$ cat src/logic/scc_pkg.sv
package scc_pkg;
    // Bus geometry
    localparam int ADDR_W = 12;
    localparam int IDX_W = 10;
    localparam logic [1:0] RESP_OKAY = 2'h0;
    localparam logic [1:0] RESP_SLVERR = 2'h2;
    // Register indices; byte address is four times the index
    localparam logic [IDX_W-1:0] IDX_CTL = 10'h0A0;
    localparam logic [IDX_W-1:0] IDX_DIV = 10'h0A1;
    localparam logic [IDX_W-1:0] IDX_STAT = 10'h0A2;
    // Oscillator control register fields
    localparam int CTL_INTEN = 7;
    localparam int CTL_XTLEN = 6;
    localparam int CTL_WDTEN = 5;
    localparam int CTL_PRIMARY_FAIL_DETECT_ENABLE = 4;
    localparam int CTL_WDT_FAIL_DETECT_ENABLE = 3;
    localparam int CTL_FLASH_LOW_POWER_ENABLE = 2;
    localparam int CTL_SEL_HI = 1;
    localparam int CTL_SEL_LO = 0;
    localparam logic [7:0] CTL_RESET = 8'hA0;
    // Status register fields
    localparam int STAT_PFAIL = 0;
    localparam int STAT_WFAIL = 1;
    localparam int STAT_FORCE = 2;
    localparam int STAT_SEL_LO = 3;
    localparam int STAT_LOCK_LO = 5;
    // Divide register values
    localparam logic [7:0] DIV_RESET = 8'h00;
    localparam logic [7:0] DIV_LOW_POWER = 8'h08;
    localparam logic [7:0] DIV_MIN = 8'h02;
    // Unlock keys
    localparam logic [7:0] UNLOCK_FIRST = 8'hE7;
    localparam logic [7:0] UNLOCK_SECOND = 8'h18;
    // Clock sources
    localparam logic [1:0] SEL_IPO = 2'h0;
    localparam logic [1:0] SEL_XTAL = 2'h1;
    localparam logic [1:0] SEL_WDT = 2'h2;
    // Lock sequencer
    typedef enum logic [1:0] {
        LK_LOCKED = 2'b00,
        LK_HALF = 2'b01,
        LK_OPEN = 2'b10
    } scc_lock_t;
    // Timing
    localparam int CNT_W = 16;
    localparam int ACLK_PERIOD_NS = 50;
    localparam int PRIMARY_FAIL_HZ = 1000;
    localparam int PRIMARY_FAIL_CYCLES = 1000000000 / PRIMARY_FAIL_HZ / ACLK_PERIOD_NS;
    localparam int WDT_FAIL_SYS_CYCLES = 8000;
endpackage

$ cat src/logic/scc_clk_switch.sv
`timescale 1ns/1ps
module scc_clk_switch
    import scc_pkg::*;
(
    // Clock and reset
    input wire logic aclk,
    input wire logic aresetn,
    // Requested source
    input wire logic [1:0] sel,
    // Oscillator levels, already gated by their enables
    input wire logic ipo_lvl,
    input wire logic xtal_lvl,
    input wire logic wdt_lvl,
    // Switched clock
    output logic clk_out,
    output logic [1:0] cur_sel
);
    typedef enum logic [1:0] {
        SW_RUN = 2'b00,
        SW_DROP = 2'b01,
        SW_PICK = 2'b10
    } scc_sw_phase_t;

    typedef struct packed {
        scc_sw_phase_t phase;
        logic [1:0] cur;
        logic gate;
        logic out;
    } scc_sw_state_t;

    scc_sw_state_t st_reg, st_next;

    function automatic logic lvl_of(input logic [1:0] s, input logic a, input logic b, input logic c);
        lvl_of = (s == SEL_XTAL) ? b : ((s == SEL_WDT) ? c : a);
    endfunction

    // Old clock is parked low before the new one is taken while low, so no phase is cut short
    always_comb
    begin
        st_next = st_reg;
        if (!aresetn)
        begin
            st_next = '0;
            st_next.phase = SW_RUN;
            st_next.cur = SEL_IPO;
            st_next.gate = 1'b1;
        end
        else
        begin
            unique case (st_reg.phase)
                SW_RUN:
                    if (sel != st_reg.cur)
                        st_next.phase = SW_DROP;
                SW_DROP:
                    if (!lvl_of(st_reg.cur, ipo_lvl, xtal_lvl, wdt_lvl))
                    begin
                        st_next.gate = 1'b0;
                        st_next.phase = SW_PICK;
                    end
                SW_PICK:
                    if (!lvl_of(sel, ipo_lvl, xtal_lvl, wdt_lvl))
                    begin
                        st_next.cur = sel;
                        st_next.gate = 1'b1;
                        st_next.phase = SW_RUN;
                    end
                default:
                    st_next.phase = SW_RUN;
            endcase
            st_next.out = st_next.gate & lvl_of(st_next.cur, ipo_lvl, xtal_lvl, wdt_lvl);
        end
    end

    always_ff @(posedge aclk)
    begin
        st_reg <= st_next;
    end

    assign clk_out = st_reg.out;
    assign cur_sel = st_reg.cur;
endmodule // scc_clk_switch

$ cat src/logic/scc_clk_div.sv
`timescale 1ns/1ps
module scc_clk_div
    import scc_pkg::*;
(
    // Clock and reset
    input wire logic aclk,
    input wire logic aresetn,
    // Source and ratio
    input wire logic src,
    input wire logic [7:0] div,
    // Divided clock
    output logic clk_out
);
    typedef struct packed {
        logic [7:0] cur_div;
        logic [7:0] cnt;
        logic prev;
        logic out;
    } scc_div_state_t;

    scc_div_state_t st_reg, st_next;
    logic rise;
    logic [7:0] cnt_n;

    assign rise = src & ~st_reg.prev;

    // New ratio is taken only at a period boundary so the output keeps whole phases
    always_comb
    begin
        st_next = st_reg;
        cnt_n = 8'h00;
        if (!aresetn)
        begin
            st_next = '0;
            st_next.cur_div = DIV_RESET;
        end
        else
        begin
            st_next.prev = src;
            if (st_reg.cur_div < DIV_MIN)
            begin
                st_next.out = src;
                if (rise)
                    st_next.cur_div = div;
            end
            else if (rise)
            begin
                cnt_n = (st_reg.cnt == st_reg.cur_div - 8'h01) ? 8'h00 : st_reg.cnt + 8'h01;
                st_next.cnt = cnt_n;
                st_next.out = (cnt_n < (st_reg.cur_div >> 1));
                if (cnt_n == 8'h00)
                    st_next.cur_div = div;
            end
        end
    end

    always_ff @(posedge aclk)
    begin
        st_reg <= st_next;
    end

    assign clk_out = st_reg.out;
endmodule // scc_clk_div

$ cat src/logic/scc_clock_control.sv
`timescale 1ns/1ps
module scc_clock_control
    import scc_pkg::*;
#(
    parameter logic [CNT_W-1:0] PRIMARY_LIMIT = CNT_W'(PRIMARY_FAIL_CYCLES),
    parameter logic [CNT_W-1:0] WDT_LIMIT = CNT_W'(WDT_FAIL_SYS_CYCLES)
)
(
    // Clock and reset
    input wire logic aclk,
    input wire logic aresetn,
    // AXI4-Lite write address and data
    input wire logic [ADDR_W-1:0] awaddr,
    input wire logic awvalid,
    output logic awready,
    input wire logic [31:0] wdata,
    input wire logic [3:0] wstrb,
    input wire logic wvalid,
    output logic wready,
    // AXI4-Lite write response
    output logic [1:0] bresp,
    output logic bvalid,
    input wire logic bready,
    // AXI4-Lite read
    input wire logic [ADDR_W-1:0] araddr,
    input wire logic arvalid,
    output logic arready,
    output logic [31:0] rdata,
    output logic [1:0] rresp,
    output logic rvalid,
    input wire logic rready,
    // Oscillator levels and strap
    input wire logic ipo_clk_in,
    input wire logic xtal_clk_in,
    input wire logic wdt_clk_in,
    input wire logic low_power_option_bit,
    // Clock outputs and oscillator enables
    output logic sys_clk,
    output logic flash_power_down,
    output logic ipo_enable,
    output logic xtal_enable,
    output logic wdt_enable,
    // Failure exception
    output logic system_exception
);
    typedef struct packed {
        logic aw_have;
        logic [ADDR_W-1:0] aw_addr;
        logic w_have;
        logic [31:0] w_data;
        logic w_lane0;
        logic bvalid;
        logic [1:0] bresp;
        logic rvalid;
        logic [31:0] rdata;
        logic [1:0] rresp;
        scc_lock_t lock;
        logic [7:0] ctl;
        logic [7:0] div;
        logic force_wdt;
        logic prim_failed;
        logic wdt_failed;
        logic [CNT_W-1:0] prim_cnt;
        logic [CNT_W-1:0] wdt_cnt;
        logic mux_prev;
        logic sys_prev;
        logic wdt_prev;
        logic flash_pd;
        logic exc;
    } scc_ctrl_state_t;

    scc_ctrl_state_t st_reg, st_next;
    logic mux_clk;
    logic div_clk;
    logic [1:0] active_sel;
    logic [1:0] eff_sel;
    logic wr_fire;
    logic wr_ctl;
    logic wr_div;
    logic wr_stat;
    logic [7:0] wr_byte;
    logic mux_rise;
    logic sys_rise;
    logic wdt_rise;
    logic prim_event;
    logic wdt_event;

    function automatic logic [IDX_W-1:0] reg_index(input logic [ADDR_W-1:0] a);
        reg_index = a[ADDR_W-1:2];
    endfunction

    // Reserved select code falls back to the internal oscillator
    function automatic logic [1:0] source_of(input logic frc, input logic [1:0] s);
        source_of = frc ? SEL_WDT : ((s == SEL_XTAL || s == SEL_WDT) ? s : SEL_IPO);
    endfunction

    assign eff_sel = source_of(st_reg.force_wdt, st_reg.ctl[CTL_SEL_HI:CTL_SEL_LO]);
    assign ipo_enable = st_reg.ctl[CTL_INTEN];
    assign xtal_enable = st_reg.ctl[CTL_XTLEN];
    assign wdt_enable = st_reg.ctl[CTL_WDTEN] | st_reg.force_wdt;

    // Disabled oscillators present a dead level to the switch, which the primary detector then sees as failure; the watchdog detector watches the ungated input
    scc_clk_switch u_switch (
        .aclk(aclk),
        .aresetn(aresetn),
        .sel(eff_sel),
        .ipo_lvl(ipo_clk_in & ipo_enable),
        .xtal_lvl(xtal_clk_in & xtal_enable),
        .wdt_lvl(wdt_clk_in & wdt_enable),
        .clk_out(mux_clk),
        .cur_sel(active_sel)
    );

    scc_clk_div u_div (
        .aclk(aclk),
        .aresetn(aresetn),
        .src(mux_clk),
        .div(st_reg.div),
        .clk_out(div_clk)
    );

    // Bus handshakes and decoded write strobes
    assign awready = ~st_reg.aw_have;
    assign wready = ~st_reg.w_have;
    assign arready = ~st_reg.rvalid;
    assign wr_fire = st_reg.aw_have & st_reg.w_have & ~st_reg.bvalid;
    assign wr_byte = st_reg.w_data[7:0];
    assign wr_ctl = wr_fire & st_reg.w_lane0 & (reg_index(st_reg.aw_addr) == IDX_CTL);
    assign wr_div = wr_fire & st_reg.w_lane0 & (reg_index(st_reg.aw_addr) == IDX_DIV);
    assign wr_stat = wr_fire & st_reg.w_lane0 & (reg_index(st_reg.aw_addr) == IDX_STAT);

    // Edge detectors on the switched clock, the system clock and the watchdog input, taken as synchronous
    assign mux_rise = mux_clk & ~st_reg.mux_prev;
    assign sys_rise = div_clk & ~st_reg.sys_prev;
    assign wdt_rise = wdt_clk_in & ~st_reg.wdt_prev;

    // Primary watch is blocked for good once the watchdog oscillator has failed
    assign prim_event = st_reg.ctl[CTL_PRIMARY_FAIL_DETECT_ENABLE] & ~st_reg.wdt_failed & ~mux_rise
                        & (st_reg.prim_cnt == PRIMARY_LIMIT - CNT_W'(1));
    assign wdt_event = st_reg.ctl[CTL_WDT_FAIL_DETECT_ENABLE] & sys_rise & ~wdt_rise
                       & (st_reg.wdt_cnt == WDT_LIMIT - CNT_W'(1));

    always_comb
    begin
        st_next = st_reg;
        if (!aresetn)
        begin
            st_next = '0;
            st_next.lock = LK_LOCKED;
            st_next.ctl = CTL_RESET;
            st_next.ctl[CTL_FLASH_LOW_POWER_ENABLE] = ~low_power_option_bit;
            st_next.div = low_power_option_bit ? DIV_RESET : DIV_LOW_POWER;
        end
        else
        begin
            st_next.mux_prev = mux_clk;
            st_next.sys_prev = div_clk;
            st_next.wdt_prev = wdt_clk_in;
            st_next.exc = 1'b0;
            // Address and data are taken independently
            if (awvalid && awready)
            begin
                st_next.aw_have = 1'b1;
                st_next.aw_addr = awaddr;
            end
            if (wvalid && wready)
            begin
                st_next.w_have = 1'b1;
                st_next.w_data = wdata;
                st_next.w_lane0 = wstrb[0];
            end
            if (st_reg.bvalid && bready)
                st_next.bvalid = 1'b0;
            if (wr_fire)
            begin
                st_next.aw_have = 1'b0;
                st_next.w_have = 1'b0;
                st_next.bvalid = 1'b1;
                st_next.bresp = (reg_index(st_reg.aw_addr) == IDX_CTL || reg_index(st_reg.aw_addr) == IDX_DIV
                                 || reg_index(st_reg.aw_addr) == IDX_STAT) ? RESP_OKAY : RESP_SLVERR;
            end
            // Unlock sequencer; a divide write while open relocks it, other writes elsewhere leave it where it is
            if (wr_ctl)
            begin
                unique case (st_reg.lock)
                    LK_LOCKED:
                        st_next.lock = (wr_byte == UNLOCK_FIRST) ? LK_HALF : LK_LOCKED;
                    LK_HALF:
                        st_next.lock = (wr_byte == UNLOCK_SECOND) ? LK_OPEN
                                     : ((wr_byte == UNLOCK_FIRST) ? LK_HALF : LK_LOCKED);
                    LK_OPEN:
                    begin
                        st_next.ctl = wr_byte;
                        st_next.force_wdt = 1'b0;
                        st_next.lock = LK_LOCKED;
                    end
                    default:
                        st_next.lock = LK_LOCKED;
                endcase
            end
            if (wr_div && st_reg.lock == LK_OPEN)
            begin
                st_next.div = wr_byte;
                st_next.lock = LK_LOCKED;
            end
            if (wr_stat && wr_byte[STAT_PFAIL])
                st_next.prim_failed = 1'b0;
            // Read channel; data registered with the valid
            if (st_reg.rvalid && rready)
                st_next.rvalid = 1'b0;
            if (arvalid && arready)
            begin
                st_next.rvalid = 1'b1;
                st_next.rresp = RESP_OKAY;
                st_next.rdata = '0;
                if (reg_index(araddr) == IDX_CTL)
                    st_next.rdata[7:0] = st_reg.ctl;
                else if (reg_index(araddr) == IDX_DIV)
                    st_next.rdata[7:0] = st_reg.div;
                else if (reg_index(araddr) == IDX_STAT)
                begin
                    st_next.rdata[STAT_PFAIL] = st_reg.prim_failed;
                    st_next.rdata[STAT_WFAIL] = st_reg.wdt_failed;
                    st_next.rdata[STAT_FORCE] = st_reg.force_wdt;
                    st_next.rdata[STAT_SEL_LO +: 2] = active_sel;
                    st_next.rdata[STAT_LOCK_LO +: 2] = st_reg.lock;
                end
                else
                    st_next.rresp = RESP_SLVERR;
            end
            // Primary watch counts bus clocks between switched-clock edges
            if (mux_rise || !st_reg.ctl[CTL_PRIMARY_FAIL_DETECT_ENABLE] || st_reg.wdt_failed)
                st_next.prim_cnt = '0;
            else if (st_reg.prim_cnt != PRIMARY_LIMIT)
                st_next.prim_cnt = st_reg.prim_cnt + CNT_W'(1);
            // Watchdog watch counts system clocks between watchdog edges
            if (wdt_rise || !st_reg.ctl[CTL_WDT_FAIL_DETECT_ENABLE])
                st_next.wdt_cnt = '0;
            else if (sys_rise && st_reg.wdt_cnt != WDT_LIMIT)
                st_next.wdt_cnt = st_reg.wdt_cnt + CNT_W'(1);
            // Failure events override any same-cycle software write
            if (prim_event)
            begin
                st_next.prim_failed = 1'b1;
                st_next.ctl[CTL_PRIMARY_FAIL_DETECT_ENABLE] = 1'b0;
                st_next.exc = 1'b1;
                if (st_reg.ctl[CTL_SEL_HI:CTL_SEL_LO] != SEL_WDT)
                    st_next.force_wdt = 1'b1;
            end
            if (wdt_event)
            begin
                st_next.wdt_failed = 1'b1;
                st_next.ctl[CTL_WDT_FAIL_DETECT_ENABLE] = 1'b0;
                st_next.exc = 1'b1;
            end
            // Flash sleeps through the low phase of each system clock period
            st_next.flash_pd = st_next.ctl[CTL_FLASH_LOW_POWER_ENABLE] & ~div_clk;
        end
    end

    always_ff @(posedge aclk)
    begin
        st_reg <= st_next;
    end

    assign bvalid = st_reg.bvalid;
    assign bresp = st_reg.bresp;
    assign rvalid = st_reg.rvalid;
    assign rdata = st_reg.rdata;
    assign rresp = st_reg.rresp;
    assign sys_clk = div_clk;
    assign flash_power_down = st_reg.flash_pd;
    assign system_exception = st_reg.exc;
endmodule // scc_clock_control

$ cat config.mk
export PLATFORM = sky130hd
export DESIGN_NAME = scc_clock_control
export DESIGN_NICKNAME = d
export VERILOG_FILES = /design/src/logic/scc_pkg.sv /design/src/logic/scc_clk_switch.sv /design/src/logic/scc_clk_div.sv /design/src/logic/scc_clock_control.sv
export SDC_FILE = /design/constraint.sdc
export NUM_CORES = 1
export LEC_CHECK = 0
export BUFFER_PORTS_ARGS = -buffer_cell sky130_fd_sc_hd__buf_2
export CAP_MARGIN = 20
export CORE_UTILIZATION = 50
export DETAILED_ROUTE_END_ITERATION = 8
export PLACE_DENSITY = 0.7
export RECOVER_POWER = 100
export SKIP_CTS_REPAIR_TIMING = 1
export SYNTH_ARGS = -nofsm -noshare
export SYNTH_HDL_FRONTEND = slang
export SYNTH_SLANG_ARGS = --single-unit
$ cat constraint.sdc
create_clock -name aclk -period 3.4 [get_ports aclk]
set_input_delay 0.17 -clock aclk [delete_from_list [all_inputs] [get_ports aclk]]
set_output_delay 0.17 -clock aclk [all_outputs]
set_load 0.03 [all_outputs]
==> flow_metrics.py <==
metrics = {
    "logic_synthesis": {
        "netlist_top_cells_count": "106 x sky130_fd_sc_hd__dfxtp_1, 86 x sky130_fd_sc_hd__nand2_1, 86 x sky130_fd_sc_hd__nor2_1",
        "share_of_flip_flops_with_an_asynchronous_set_or_reset_after_synthesis": 0,
        "netlist_area_um2": 5950,
        "netlist_cell_types": 60,
        "synth_ff_type": "sky130_fd_sc_hd__dfxtp_1",
        "edff_count_synth": 8,
        "synth_top_area_frac": 0.356,
        "synth_seq_area_share": 0.397,
        "postSynthRegisterBits": 114,
        "post_synth_main_area_contributors": "sky130_fd_sc_hd__dfxtp_1 36%, sky130_fd_sc_hd__nand2_1 5.4%, sky130_fd_sc_hd__nor2_1 5.4%",
        "cell_accounting_for_the_most_synthesized_area": "sky130_fd_sc_hd__dfxtp_1",
        "yosys_warn_count": 0,
        "synthCells": 727,
        "library_cell_with_the_highest_instance_count_after_synthesis": "sky130_fd_sc_hd__dfxtp_1",
        "synthesis.area_per_instance_um2": 8.19,
    },
    "finish": {
        "fillerInstances": 1034,
        "multi_input_comb_area_um2": 3170,
        "antenna_cells_inserted": 0,
        "fin_nets": 860,
        "post_synthesis_to_final_layout_area_growth_pct": 13.9,
        "max_ffs_per_register": 75,
        "final_layout_size_suffix_gt1_frac": 0.107,
        "finalNonFillerCells": 929,
        "register_area_um2": 2360,
    },
    "sta": {
        "maxClockFrequency_ghz": 0.323,
        "rsz0062_at_grt": "false",
        "worst_slew_pin_slew_ns": 1.31,
        "drv_slew": 0,
        "final_period_minus_worst_setup_slack_ns": 3.10,
        "timing.setup.tns_ns": 0,
        "max_slew_margin": 0.124,
        "min_period_over_period": 0.911,
        "setup_viol": 0,
        "hold_viol": 0,
        "skew_ns": 0.00607,
    },
    "die": {
        "i_o_pin_cnt": 118,
        "placeableCoreArea_um2": 11500,
        "die_h_um": 111,
        "initial_cell_density_of_the_core": 0.517,
        "area_of_the_die_um2": 12300,
        "chipWidth_um": 111,
        "row_count": 39,
    },
    "placement": {
        "buffer_ports.inserted": 60,
        "dp_cells": 894,
        "dp_hpwl_um": 9440,
        "gp_routability_congestion": 0.917,
    },
    "routing": {
        "vias_per_cell": 5.39,
        "post_dr_wirelength_cell_um": 14.0,
        "remaining_drc_errors": 7,
        "vias": 5003,
        "final_antenna_net_count": 0,
        "finalWirelength_um": 13000,
        "detail_route.iter0.violations": 314,
        "detail_route.first_pass.iterations": 7,
    },
    "worst_setup_path": {
        "critPathLaunchType": "flip-flop",
        "crit_path_max_fanout": 13,
        "worst-endpoint-arrival_ns": 3.43,
        "r2r_end": "u_div.clk_out$_SDFFE_PN0P_",
        "reg2regPathDepth": 14,
        "crit_path_start": "u_div.st_reg[11]$_SDFFE_PN0P_",
        "cp_cell_instances": "inv_1 -> ha_1 -> and2_0 -> o21a_1 -> o31a_1 -> nor3_1 -> buf_4 -> nor2_1 -> ha_1 -> o21a_1 -> o21a_1 -> o31ai_1 -> a22oi_1 -> o21ai_0",
        "critical-path-max-stage-delay_ns": 0.43,
        "cp_common_cell": "sky130_fd_sc_hd__o21a_1",
        "worstSetupEndpointType": "flip-flop",
        "crit_end": "u_div.clk_out$_SDFFE_PN0P_",
        "regToRegSetupSlack_ns": 0.30,
        "cpMaxStageDelayCell": "sky130_fd_sc_hd__dfxtp_1",
        "worstPathRequired_ns": 3.73,
        "rr_startpoint": "u_div.st_reg[11]$_SDFFE_PN0P_",
        "timing.setup.critical_path_class": "reg2reg",
    },
    "power_and_ir_drop": {
        "p_sw_uw": 948,
        "combinationalPowerShare": 0.125,
        "clock_power_share": 0.484,
        "total_leakage_power_nw": 2.60,
        "proportion_of_power_drawn_by_flip_flops_and_latches": 0.392,
        "vdd_ir_drop_max_mv": 0.428,
        "power.internal_mw": 2.85,
        "powerDensity_nw_per_um2": 559,
        "switching_share": 0.250,
    },
    "cts": {
        "insertion_delay_ns": 0.41,
        "numClockSinks": 114,
        "ctsLongestPathBuffers": 2,
        "cts.reportedPaths.clkPinSlew_ns": 0.05,
        "ctsHtreeMaxLevel": 4,
        "cts_tree": "yes",
        "cts_inserted_buffers": 17,
        "clock_tree_root_buffer_cell": "sky130_fd_sc_hd__clkbuf_16",
    },
    "grt": {
        "grt_max_degree": 40,
        "global_route_wire_length_before_repair_um": 22100,
        "globalRoute.totalOverflow": 0,
        "groute.usage.overall": 0.221,
        "global_route.usage.met3": 0.0645,
        "grt_met2_usage": 0.384,
        "busiest_layer": "met2",
        "first_global_vias": 4879,
        "grt_util_met1": 0.259,
        "antenna_found_initial": 0,
    },
    "worst_hold_path": {
        "timing.hold.worst.class": "in2reg",
        "min_path_cells": 3,
    },
    "run_status": {
        "failing_checks": "DRC",
        "status": "finished with violations",
    },
    "flow_run": {
        "drv.max_cap_violation_count": 0,
    },
}
-- metrics by stage --
step,setup WS [ns],hold WS [ns],utilization,area [µm²],power (mW)
2_1_floorplan,0.333,0.270,-,6050,1.88
3_3_place_gp,0.447,0.355,0.536,6170,1.96
3_5_place_dp,0.330,0.373,0.536,6170,1.98
4_1_cts,0.325,-0.0603,0.590,6790,3.82
5_1_grt,0.0413,0.00179,0.589,6780,3.95
6_report,0.302,0.000276,0.589,6780,3.79
-- metal layers --
metal / up-vias / part of all wire
met5: - / 0
met2: 103 / 0.51
met1: 2355 / 0.43
li1: 2527 / -
met3: 18 / 0.043
met4: 0 / 0.016
-- cell families (layout without fill, tap and decap cells) --
family	after synthesis	count (layout)	share of synthesized area
buf+inv	98	132	0.0866
fa+ha+maj	16	16	0.0332
mux	22	22	0.0372
compound gates	116	116	0.119
flops	114	114	0.397
simple gates	317	317	0.264
xor+xnor	43	43	0.0632
other cells	1	26	0.000630
-- power groups by stage --
| stage | combinational, mW | sequential (mW) | clock (mW) |
|---|---|---|---|
| after detailed placement | 0.468 | 1.51 | 0 |
| after global routing | 0.525 | 1.49 | 1.93 |
| after CTS | 0.472 | 1.48 | 1.87 |
| after global placement | 0.452 | 1.51 | 0 |
| final | 0.472 | 1.49 | 1.84 |
| after floorplan | 0.398 | 1.49 | 0 |
-- placed cells by master, fill, tap and decap left out, types with 4 or more instances in the layout --
cell type | netlist | final
sky130_fd_sc_hd__edfxtp_1 | 8 | 8
sky130_fd_sc_hd__clkinv_2 | 0 | 5
sky130_fd_sc_hd__nor4b_1 | 5 | 5
sky130_fd_sc_hd__a31oi_1 | 4 | 4
sky130_fd_sc_hd__nand3_1 | 29 | 30
sky130_fd_sc_hd__and3_1 | 14 | 14
sky130_fd_sc_hd__nand4_1 | 10 | 10
sky130_fd_sc_hd__a21oi_1 | 43 | 43
sky130_fd_sc_hd__nor2b_1 | 10 | 10
sky130_fd_sc_hd__nor4_1 | 6 | 6
sky130_fd_sc_hd__nand2_1 | 86 | 86
sky130_fd_sc_hd__inv_1 | 30 | 31
sky130_fd_sc_hd__nor3_1 | 23 | 23
sky130_fd_sc_hd__and2_0 | 0 | 5
sky130_fd_sc_hd__buf_2 | 7 | 38
sky130_fd_sc_hd__conb_1 | 1 | 26
sky130_fd_sc_hd__xor2_1 | 27 | 27
sky130_fd_sc_hd__bufinv_16 | 0 | 4
sky130_fd_sc_hd__ha_1 | 15 | 15
sky130_fd_sc_hd__o21ai_0 | 30 | 30
sky130_fd_sc_hd__a22oi_1 | 9 | 9
sky130_fd_sc_hd__nor2_1 | 86 | 86
sky130_fd_sc_hd__and2_1 | 13 | 8
sky130_fd_sc_hd__mux2i_1 | 21 | 21
sky130_fd_sc_hd__o21a_1 | 4 | 4
sky130_fd_sc_hd__dfxtp_1 | 106 | 106
sky130_fd_sc_hd__nand2b_1 | 5 | 5
sky130_fd_sc_hd__clkbuf_16 | 0 | 17
sky130_fd_sc_hd__or3_1 | 5 | 5
sky130_fd_sc_hd__xnor2_1 | 16 | 16
sky130_fd_sc_hd__clkbuf_1 | 19 | 25
-- area by class of cell --
class / instances / area share
Clock buffer: 20 / 0.0673
Clock inverter: 11 / 0.0236
Inverter: 31 / 0.0172
Multi-Input combinational cell: 540 / 0.467
Sequential cell: 114 / 0.348
Tap cell: 143 / 0.0264
Timing Repair Buffer: 70 / 0.0505
-- critical path: cells and delay by family, from the launching register on --
family | cells | cell delay (ns)
compound gates | 7 | 1.26
flops | 1 | 0.43
simple gates | 3 | 0.48
buf+inv | 2 | 0.33
fa+ha+maj | 2 | 0.52
-- worst min path at each step --
| stage | slack (ns) | startpoint | to |
|---|---|---|---|
| 2_1_floorplan | 0.27 | rready | rvalid$_SDFFE_PN0P_ |
| 3_3_place_gp | 0.36 | rready | rvalid$_SDFFE_PN0P_ |
| 3_5_place_dp | 0.37 | rready | rvalid$_SDFFE_PN0P_ |
| 4_1_cts | -0.06 | rready | rvalid$_SDFFE_PN0P_ |
| 5_1_grt | 0.002 | wdata[6] | st_reg[103]$_SDFFE_PN0P_ |
| 6_report | 0.0003 | awaddr[4] | st_reg[134]$_SDFFE_PN0P_ |
(Power assumes the default switching activity.)
